--- src/include/idl_consts.vh ---
// Constants for the supply-current loop pattern generator
`ifndef IDL_CONSTS_VH
`define IDL_CONSTS_VH
// Loop counter and pin bus widths
`define IDL_CNT_W      8
`define IDL_SUB_W      3
`define IDL_BA_W       3
`define IDL_ADDR_W     15
`define IDL_DQ_W       8
// Default row timing counts in clock cycles
`define IDL_NRAS_DEF   8'h0F
`define IDL_NRC_DEF    8'h15
`define IDL_NRCD_DEF   8'h05
// Deselect group shape: offsets within the four-cycle group
`define IDL_GRP_MASK   2'h3
`define IDL_GRP_LOW0   2'h1
`define IDL_GRP_LOW1   2'h2
// Address field positions
`define IDL_A_FIELD_LO 3
`define IDL_A_FIELD_HI 6
`define IDL_A_FIELD_ON 4'hF
// Mode register 0 settings checked before a run
`define IDL_MR0_BL8    2'h0
`define IDL_MR0_NIBBLE 1'h0
// Expected read data patterns, then counter and sub-loop constants
`define IDL_RD_PAT0    8'h00
`define IDL_RD_PAT1    8'h33
`define IDL_ZERO_CNT   8'h00
`define IDL_ONE_CNT    8'h01
`define IDL_LAST_SUB   3'h7
`endif

--- src/logic/idl_loop_gen.v ---
// Supply-current measurement loop pattern generator for a DDR3 part
//
// What this block does
// - Cycle 0 of sub-loop 0 issues activate with bank, address, termination zero.
// - Cycles 1 and 2 drive deselect with strobe lines low.
// - Cycles 3 and 4 drive deselect with all strobe lines high.
// - Pad with deselect group, precharge at row-active count.
// - Pad to row-cycle count, then second activate with address 6..3 ones.
// - Second half commands carry address 6..3 ones, precharge at nRC+nRAS.
// - Eight sub-loops of twice nRC, bank equals sub-loop number.
// - Data mask held low throughout both loops.
// - Strobe pair left undriven during activate-precharge loop.
// - Data lines left undriven during activate-precharge loop.
// - Read loop issues read at nRCD, expected data all zeros.
// - Second half read at nRC+nRCD, pattern 00110011, address 6..3 ones.
// - Strobe pair moves only for reads, otherwise undriven.
// - Data lines undriven when no read burst is running.
// - Burst length eight required: mode register 0 bits 1..0 zero.
// - Nibble sequential burst type: mode register 0 bit 3 zero.
`timescale 1ns/1ps
`include "idl_consts.vh"
module idl_loop_gen (
  // Clock, reset, enable
  input  wire                      i_sys_clk,
  input  wire                      i_nrst,
  input  wire                      i_ce,
  // Control from the tester side
  input  wire                      i_start,
  input  wire                      i_stop,
  input  wire                      i_read_loop,
  input  wire [`IDL_CNT_W-1:0]     i_nras,
  input  wire [`IDL_CNT_W-1:0]     i_nrc,
  input  wire [`IDL_CNT_W-1:0]     i_nrcd,
  input  wire [1:0]                i_mr0_bl,
  input  wire                      i_mr0_bt,
  // Status
  output reg                       o_busy,
  output reg                       o_cfg_err,
  output reg  [`IDL_SUB_W-1:0]     o_sub_loop,
  output reg                       o_rd_issue,
  output reg  [`IDL_DQ_W-1:0]      o_exp_data,
  // Pin-side observation of the data strobe from the memory
  input  wire                      i_dqs_pin,
  output wire                      o_dqs_seen,
  // Memory command pins
  output wire                      o_cke,
  output reg                       o_cs_n,
  output reg                       o_ras_n,
  output reg                       o_cas_n,
  output reg                       o_we_n,
  output reg                       o_odt,
  output reg  [`IDL_BA_W-1:0]      o_ba,
  output reg  [`IDL_ADDR_W-1:0]    o_addr,
  output reg                       o_dm,
  // Two-way data strobe and data, output enable low while driving
  output wire                      o_dqs_out,
  output wire                      o_dqs_oe_n,
  output wire [`IDL_DQ_W-1:0]      o_dq_out,
  output wire                      o_dq_oe_n
);

  // ****************************************************************
  // States
  // ****************************************************************
  localparam [2:0] ST_IDLE = 3'h1;
  localparam [2:0] ST_RUN  = 3'h2;
  localparam [2:0] ST_ERR  = 3'h4;

  reg  [2:0]             state;
  reg  [2:0]             next_state;
  reg  [`IDL_CNT_W:0]    cyc;
  reg  [`IDL_CNT_W-1:0]  nras;
  reg  [`IDL_CNT_W-1:0]  nrc;
  reg  [`IDL_CNT_W-1:0]  nrcd;
  reg                    rd_mode;

  // Decoded pattern for the current cycle
  wire                   second_half;
  wire [`IDL_CNT_W:0]    nrc_w;
  wire [`IDL_CNT_W:0]    sub_len;
  wire [`IDL_CNT_W:0]    half_pos;
  wire [1:0]             grp_pos;
  wire                   is_act;
  wire                   is_pre;
  wire                   is_rd;
  wire                   is_dlow;
  wire                   enc_cs_n;
  wire                   enc_ras_n;
  wire                   enc_cas_n;
  wire                   enc_we_n;
  wire                   cfg_ok;

  assign nrc_w       = {1'b0, nrc};
  assign sub_len     = {nrc, 1'b0};
  assign second_half = (cyc >= nrc_w);
  assign half_pos    = second_half ? (cyc - nrc_w) : cyc;
  assign grp_pos     = half_pos[1:0] & `IDL_GRP_MASK;
  // Position within each half picks the command
  assign is_act  = (half_pos == {1'b0, `IDL_ZERO_CNT});
  assign is_pre  = (half_pos == {1'b0, nras});
  assign is_rd   = rd_mode && (half_pos == {1'b0, nrcd});
  // Deselect group repeats 1,2 low-type then 3,4 high-type
  assign is_dlow = (grp_pos == `IDL_GRP_LOW0) || (grp_pos == `IDL_GRP_LOW1);
  // Mode register 0 must give burst of eight and nibble order
  assign cfg_ok  = (i_mr0_bl == `IDL_MR0_BL8) && (i_mr0_bt == `IDL_MR0_NIBBLE);

  idl_cmd_enc u_enc (
    .i_act   (is_act),
    .i_pre   (is_pre),
    .i_rd    (is_rd),
    .i_dlow  (is_dlow),
    .o_cs_n  (enc_cs_n),
    .o_ras_n (enc_ras_n),
    .o_cas_n (enc_cas_n),
    .o_we_n  (enc_we_n)
  );

  idl_sync2 u_dqs_sync (
    .i_sys_clk (i_sys_clk),
    .i_nrst    (i_nrst),
    .i_ce      (i_ce),
    .i_d       (i_dqs_pin),
    .o_q       (o_dqs_seen)
  );

  // ****************************************************************
  // Control state machine
  // ****************************************************************
  // Next state from start, stop and configuration check
  always @* begin
    next_state = state;
    case (state)
      ST_IDLE: begin
        if (i_start) begin
          next_state = cfg_ok ? ST_RUN : ST_ERR;
        end
      end
      ST_RUN: begin
        if (i_stop) begin
          next_state = ST_IDLE;
        end
      end
      ST_ERR: begin
        if (!i_start) begin
          next_state = ST_IDLE;
        end
      end
      default: begin
        next_state = ST_IDLE;
      end
    endcase
  end

  // State, timing capture and loop counters
  always @(posedge i_sys_clk or negedge i_nrst) begin
    if (!i_nrst) begin
      state      <= ST_IDLE;
      cyc        <= {(`IDL_CNT_W+1){1'b0}};
      nras       <= `IDL_NRAS_DEF;
      nrc        <= `IDL_NRC_DEF;
      nrcd       <= `IDL_NRCD_DEF;
      rd_mode    <= 1'b0;
      o_sub_loop <= {`IDL_SUB_W{1'b0}};
      o_cfg_err  <= 1'b0;
    end else if (i_ce) begin
      state <= next_state;
      if (state == ST_IDLE && i_start) begin
        // Timing and loop kind are latched at start
        nras       <= i_nras;
        nrc        <= i_nrc;
        nrcd       <= i_nrcd;
        rd_mode    <= i_read_loop;
        cyc        <= {(`IDL_CNT_W+1){1'b0}};
        o_sub_loop <= {`IDL_SUB_W{1'b0}};
        o_cfg_err  <= !cfg_ok;
      end else if (state == ST_RUN) begin
        if (cyc == sub_len - {1'b0, `IDL_ONE_CNT}) begin
          // Sub-loop ends after twice nRC; wraps after the eighth
          cyc        <= {(`IDL_CNT_W+1){1'b0}};
          o_sub_loop <= o_sub_loop + 3'h1;
        end else begin
          cyc <= cyc + {1'b0, `IDL_ONE_CNT};
        end
      end
    end
  end

  // ****************************************************************
  // Pin outputs, registered
  // ****************************************************************
  // Command pins follow the decoded pattern while running, else high deselect
  always @(posedge i_sys_clk or negedge i_nrst) begin
    if (!i_nrst) begin
      o_cs_n     <= 1'b1;
      o_ras_n    <= 1'b1;
      o_cas_n    <= 1'b1;
      o_we_n     <= 1'b1;
      o_odt      <= 1'b0;
      o_ba       <= {`IDL_BA_W{1'b0}};
      o_addr     <= {`IDL_ADDR_W{1'b0}};
      o_dm       <= 1'b0;
      o_busy     <= 1'b0;
      o_rd_issue <= 1'b0;
      o_exp_data <= `IDL_RD_PAT0;
    end else if (i_ce) begin
      o_dm   <= 1'b0;
      o_odt  <= 1'b0;
      o_busy <= (state == ST_RUN);
      if (state == ST_RUN) begin
        o_cs_n  <= enc_cs_n;
        o_ras_n <= enc_ras_n;
        o_cas_n <= enc_cas_n;
        o_we_n  <= enc_we_n;
        o_ba    <= o_sub_loop;
        o_addr  <= {`IDL_ADDR_W{1'b0}};
        if (second_half) begin
          o_addr[`IDL_A_FIELD_HI:`IDL_A_FIELD_LO] <= `IDL_A_FIELD_ON;
        end
        o_rd_issue <= is_rd;
        if (is_rd) begin
          o_exp_data <= second_half ? `IDL_RD_PAT1 : `IDL_RD_PAT0;
        end
      end else begin
        o_cs_n     <= 1'b1;
        o_ras_n    <= 1'b1;
        o_cas_n    <= 1'b1;
        o_we_n     <= 1'b1;
        o_rd_issue <= 1'b0;
      end
    end
  end

  // ****************************************************************
  // Clock enable and two-way pins
  // ****************************************************************
  assign o_cke      = 1'b1;
  // The host never drives strobe or data; the memory drives them on reads
  assign o_dqs_out  = 1'b0;
  assign o_dqs_oe_n = 1'b1;
  assign o_dq_out   = {`IDL_DQ_W{1'b0}};
  assign o_dq_oe_n  = 1'b1;

endmodule

--- src/logic/idl_sync2.v ---
// Two-stage synchroniser for one pin-side level
`timescale 1ns/1ps
module idl_sync2 (
  // Clock and reset
  input  wire i_sys_clk,
  input  wire i_nrst,
  input  wire i_ce,
  // Level in and out
  input  wire i_d,
  output wire o_q
);
  reg s1;
  reg s2;
  // Only the second stage is read outside
  always @(posedge i_sys_clk or negedge i_nrst) begin
    if (!i_nrst) begin
      s1 <= 1'b0;
      s2 <= 1'b0;
    end else if (i_ce) begin
      s1 <= i_d;
      s2 <= s1;
    end
  end
  assign o_q = s2;
endmodule

--- src/logic/idl_cmd_enc.v ---
// Command encoder: command kind to strobe levels
`timescale 1ns/1ps
module idl_cmd_enc (
  // Command kind; low deselect can be set together with precharge or read
  input  wire i_act,
  input  wire i_pre,
  input  wire i_rd,
  input  wire i_dlow,
  // Strobe levels
  output reg  o_cs_n,
  output reg  o_ras_n,
  output reg  o_cas_n,
  output reg  o_we_n
);
  // Priority decides: activate, then precharge, then read, then low deselect, which can coincide with precharge or read
  always @* begin
    if (i_act) begin
      {o_cs_n, o_ras_n, o_cas_n, o_we_n} = 4'h3;
    end else if (i_pre) begin
      {o_cs_n, o_ras_n, o_cas_n, o_we_n} = 4'h2;
    end else if (i_rd) begin
      {o_cs_n, o_ras_n, o_cas_n, o_we_n} = 4'h5;
    end else if (i_dlow) begin
      {o_cs_n, o_ras_n, o_cas_n, o_we_n} = 4'h8;
    end else begin
      {o_cs_n, o_ras_n, o_cas_n, o_we_n} = 4'hF;
    end
  end
endmodule

--- config.mk ---
export PLATFORM = sky130hd
export DESIGN_NAME = idl_loop_gen
export DESIGN_NICKNAME = d
export VERILOG_FILES = /design/src/logic/idl_loop_gen.v /design/src/logic/idl_sync2.v /design/src/logic/idl_cmd_enc.v
export VERILOG_INCLUDE_DIRS = /design/src /design/src/include
export SDC_FILE = /design/constraint.sdc
export NUM_CORES = 1
export LEC_CHECK = 0
export CORE_UTILIZATION = 30
export CTS_CLUSTER_SIZE = 30
export DETAILED_ROUTE_END_ITERATION = 16
export DONT_BUFFER_PORTS = 1
export PLACE_DENSITY = 0.51
export SLEW_MARGIN = 20
export SYNTH_ARGS = -nofsm -noshare
export SYNTH_HDL_FRONTEND = slang
export SYNTH_SLANG_ARGS = --single-unit
--- constraint.sdc ---
create_clock -name i_sys_clk -period 7.65 [get_ports i_sys_clk]
set_input_delay 1.53 -clock i_sys_clk [delete_from_list [all_inputs] [get_ports i_sys_clk]]
set_output_delay 1.53 -clock i_sys_clk [all_outputs]
set_load 0.01 [all_outputs]
==> summary.md <==
| Metric | Value |
|---|---|
| Post-synth EDFFs | `0` |
| Reg area | `1370 µm²` |
| Total number of vias | `2,951` |
| 1st-iter DRT viols | `175` |
| Area contributors post-synth | `dfrtp_1 26%, dfstp_2 9.6%, buf_4 6.9%, mux2_2 4.4%, nand2_1 4.2%` |
| Crit-path cells | `inv_1 -> ha_1 -> inv_1 -> fa_1 -> a211oi_1 -> nor3b_1 -> nor3_1 -> o32ai_1 -> a311oi_2 -> o221ai_2 -> or4_4 -> and2_4 -> o221a_1` |
| Share of cells above drive strength 1 | `12.9%` |
| Row count | `40` |
| Worst min-delay path class | `register to register` |
| Htree depth | `2` |
| Worst setup EP type | `register` |
| R2R depth | `13` |
| Fin nets | `463` |
| Critical path's top delay family | `compound AO/OA/AOI/OAI gates` |
| Gr usage total | `14.4%` |
| Pwr Density | `407 nW/µm²` |
| Routed Antenna Nets | `0` |
| Startpoint Class | `register` |
| Post-synthesis area per instance | `8.82 µm²` |
| Routed WL | `9150 µm` |
| Ys async rst share | `100%` |
| Slew Viols, Final | `0` |
| Beginning of the worst hold path | `u_dqs_sync.s1$_DFFE_PN0P_` |
| Max IR drop VDD | `0.000131 V` |
| CTS tree | `built` |
| Hold_buf cts | `0` |
| Fillers | `1,310` |
| TritonCTS buffer count | `5` |
| Post-CTS Repair Setup Buffers | `0` |
| Final hold violations | `0` |
| Gpl congestion | `0.865` |
| Drt first pass iters | `4` |
| GRT Residual Overflow | `0` |
| Hold Path Sink | `u_dqs_sync.o_q$_DFFE_PN0P_` |
| Clock transition at path regs | `0.08 ns` |
| Clk_lat worst skew | `0.30 ns` |
| Die area | `13,200 µm²` |
| CP max stage delay | `0.51 ns` |
| Seq cells post-synth | `54` |
| Post-Route M1 WL | `4340 µm` |
| Post-synthesis cell count | `433` |
| Max layer used | `met4` |
| Compound-Gate Fraction of Synth Area | `16.7%` |
| Top cell type's share of synthesized area | `26.2%` |
| Main flop type after synthesis | `dfrtp_1` |
| Starting Density | `31.3%` |
| Max Freq | `0.267 GHz` |
| Routed vias/inst | `5.04` |
| Post-CTS resize count | `0` |
| Bufs and invs on worst path | `2` |
| Max Cap Violations | `0` |
| Port-buffer cells | `0` |
| Post-synth top cells | `43 x nand2_1, 40 x dfrtp_1, 35 x buf_4` |
| CP Data Required Time | `7.87 ns` |
| Tot Pwr | `1.61 mW` |
| Area taken by multi-input logic gates | `2130 µm²` |
| Synthesis-to-finish area growth | `3.31%` |
| Sum Neg Setup Slack | `0 ns` |
| Kind of critical path | `register to register` |
| Synth Area in Adders | `4.45%` |
| Post-DP HPWL | `6960 µm` |
| Detailed-route DRC error count | `0` |
| Global-route wire length before repair | `14,900 µm` |
| Clk root buf | `clkbuf_16` |
| Pin count of the biggest net entering global routing | `55` |
| Most common cell in the netlist | `nand2_1` |
| Fraction of the mapped netlist area in simple logic gates | `20.7%` |
| CP max FO | `7` |
| Synth area leader | `dfrtp_1` |
| Main combinational cell family by area after synthesis | `simple AND/OR/NAND/NOR gates` |
| Routed length per instance | `15.6 µm` |
| Final Setup Violations | `0` |
| Clk sinks | `54` |
| Status | `completed` |
| Width of the die | `115 µm` |
| Routed met3 length | `511 µm` |
| Tmin final | `3.74 ns` |
| Leakage | `1.62 nW` |
| Longest Clk Path Bufs | `2` |
| N_diodes | `0` |
| Setup Skew | `0.0115 ns` |
| Unrepaired setup endpoints after global routing | `no` |
| Core box area | `12,200 µm²` |
| Crit-path most repeated cell | `inv_1` |
| R2R Path Start | `cyc[0]$_DFFE_PN0P_` |
| Routed met2 length | `4220 µm` |
| Sequential area share after synthesis | `35.8%` |
| XOR/XNOR Fraction of Synth Area | `5.50%` |
| Slew HR | `47.1%` |
| Initial antenna violation count | `0` |
| Post-synthesis mux area share | `5.47%` |
| Unique cell type count in the Yosys netlist | `73` |
| Max stage delay cell, worst path | `or4_4` |
| Post-Syn Area | `3820 µm²` |
| Hold Path Stages | `1` |
| RR Endpoint | `o_cs_n$_DFFE_PN1P_` |
| Ys Warns | `0` |
| Die Ht | `115 µm` |
| Vias in the first global route | `2,882` |
| Worst-Margin Slew | `0.789 ns` |
| FF-to-FF setup slack | `3.91 ns` |
| IO Pins | `85` |
| WP data arrival | `3.96 ns` |
| Period utilization | `48.9%` |
==> worst reg2reg max path, stage by stage (launching register included) <==
cell and delay, ns:
dfrtp_1 0.45, inv_1 0.14, ha_1 0.18, inv_1 0.07, fa_1 0.40, a211oi_1 0.42, nor3b_1 0.13, nor3_1 0.38
o32ai_1 0.19, a311oi_2 0.29, o221ai_2 0.15, or4_4 0.51, and2_4 0.16, o221a_1 0.20
==> through the flow <==
step,utilization [%],hold WS [ns],cells,worst slack (ns),instance area [µm²]
2_1_floorplan,-,0.475,460,4.29,3920
3_5_place_dp,31.1,0.490,577,3.90,3800
3_3_place_gp,31.1,0.481,577,3.99,3800
6_report,32.3,0.506,585,3.91,3950
5_1_grt,32.3,0.522,585,3.57,3950
4_1_cts,32.3,0.507,585,3.94,3950
==> flip-flops by register name, summed over array words and instances, names as in the netlist <==
signal          flops
state               3
nrcd                8
o_ras_n             1
u_dqs_sync.o_q      1
rd_mode             1
o_we_n              1
o_ba                3
o_cfg_err           1
cyc                 9
u_dqs_sync.s1       1
o_exp_data          1
o_sub_loop          3
nrc                 8
o_cs_n              1
o_addr              1
nras                8
o_rd_issue          1
o_cas_n             1
o_busy              1
==> logic make-up (layout without fill, tap and decap cells) <==
logic type / Yosys count / after routing
AO/OA/AOI/OAI: 91 / 91
flip-flops: 54 / 54
adder cells (fa/ha/maj): 13 / 13
XOR/XNOR: 24 / 24
multiplexers: 19 / 19
other: 2 / 29
AND/OR/NAND/NOR: 154 / 154
buffers and inverters: 76 / 33
==> routing by layer <==
layer	vias up	track usage, %
li1	1439	-
met1	1408	19.9
met2	93	22.4
met3	11	3.53
met4	0	3.90
met5	-	0
==> final cells by class <==
| type | count | area share, % |
|---|---|---|
| Clock inverter | 3 | 0.539 |
| Clock buffer | 5 | 3.17 |
| Tap cell | 168 | 5.33 |
| Sequential cell | 54 | 34.7 |
| Inverter | 25 | 2.38 |
| Multi-Input combinational cell | 330 | 53.9 |
==> where the power goes <==
part / internal, mW / total [mW] / switching [mW]
clock network: 0.121 / 0.225 / 0.104
registers: 0.389 / 0.506 / 0.118
logic: 0.377 / 0.875 / 0.497
==> worst max-delay path by stage <==
stage,from,end,slack [ns],cells after the start
after global placement,i_start,o_sub_loop[2]$_DFFE_PN0P_,3.99,8
after floorplan,nrc[0]$_DFFE_PN1P_,o_cs_n$_DFFE_PN1P_,4.29,12
after global routing,cyc[0]$_DFFE_PN0P_,o_cs_n$_DFFE_PN1P_,3.57,13
after CTS,cyc[0]$_DFFE_PN0P_,o_cs_n$_DFFE_PN1P_,3.94,13
after detailed placement,i_start,o_sub_loop[2]$_DFFE_PN0P_,3.90,8
final,cyc[0]$_DFFE_PN0P_,o_cs_n$_DFFE_PN1P_,3.91,13
==> cell usage in the layout, fill, tap and decap left out, types with 2 or more instances in the layout <==
cell,synthesis,layout
nand3_1,9,9
or4_1,3,3
a21oi_1,14,14
and3_1,5,4
dfrtp_1,40,40
a31oi_1,3,3
a21o_1,2,2
o22ai_1,4,4
mux2_2,15,15
nand2b_1,5,5
conb_1,2,29
o2111ai_1,3,3
xor2_1,8,8
a2111oi_0,2,2
nor2_1,31,31
ha_1,12,12
nor2b_1,7,7
nand4_1,9,9
a211oi_1,2,2
nor3_1,15,15
and2_1,2,2
or3_1,4,4
o21ai_0,32,32
or4_4,2,2
mux2i_1,4,4
nor4_1,4,4
nor3b_1,2,2
xnor2_1,16,16
inv_1,25,25
dfstp_2,14,14
o211a_1,3,3
nand2_1,43,43
clkbuf_16,0,5
nand4b_1,2,2
o21ai_1,2,2
nand3b_1,2,2
a32oi_1,2,2
Note: power is estimated with default switching activity, not from simulation.
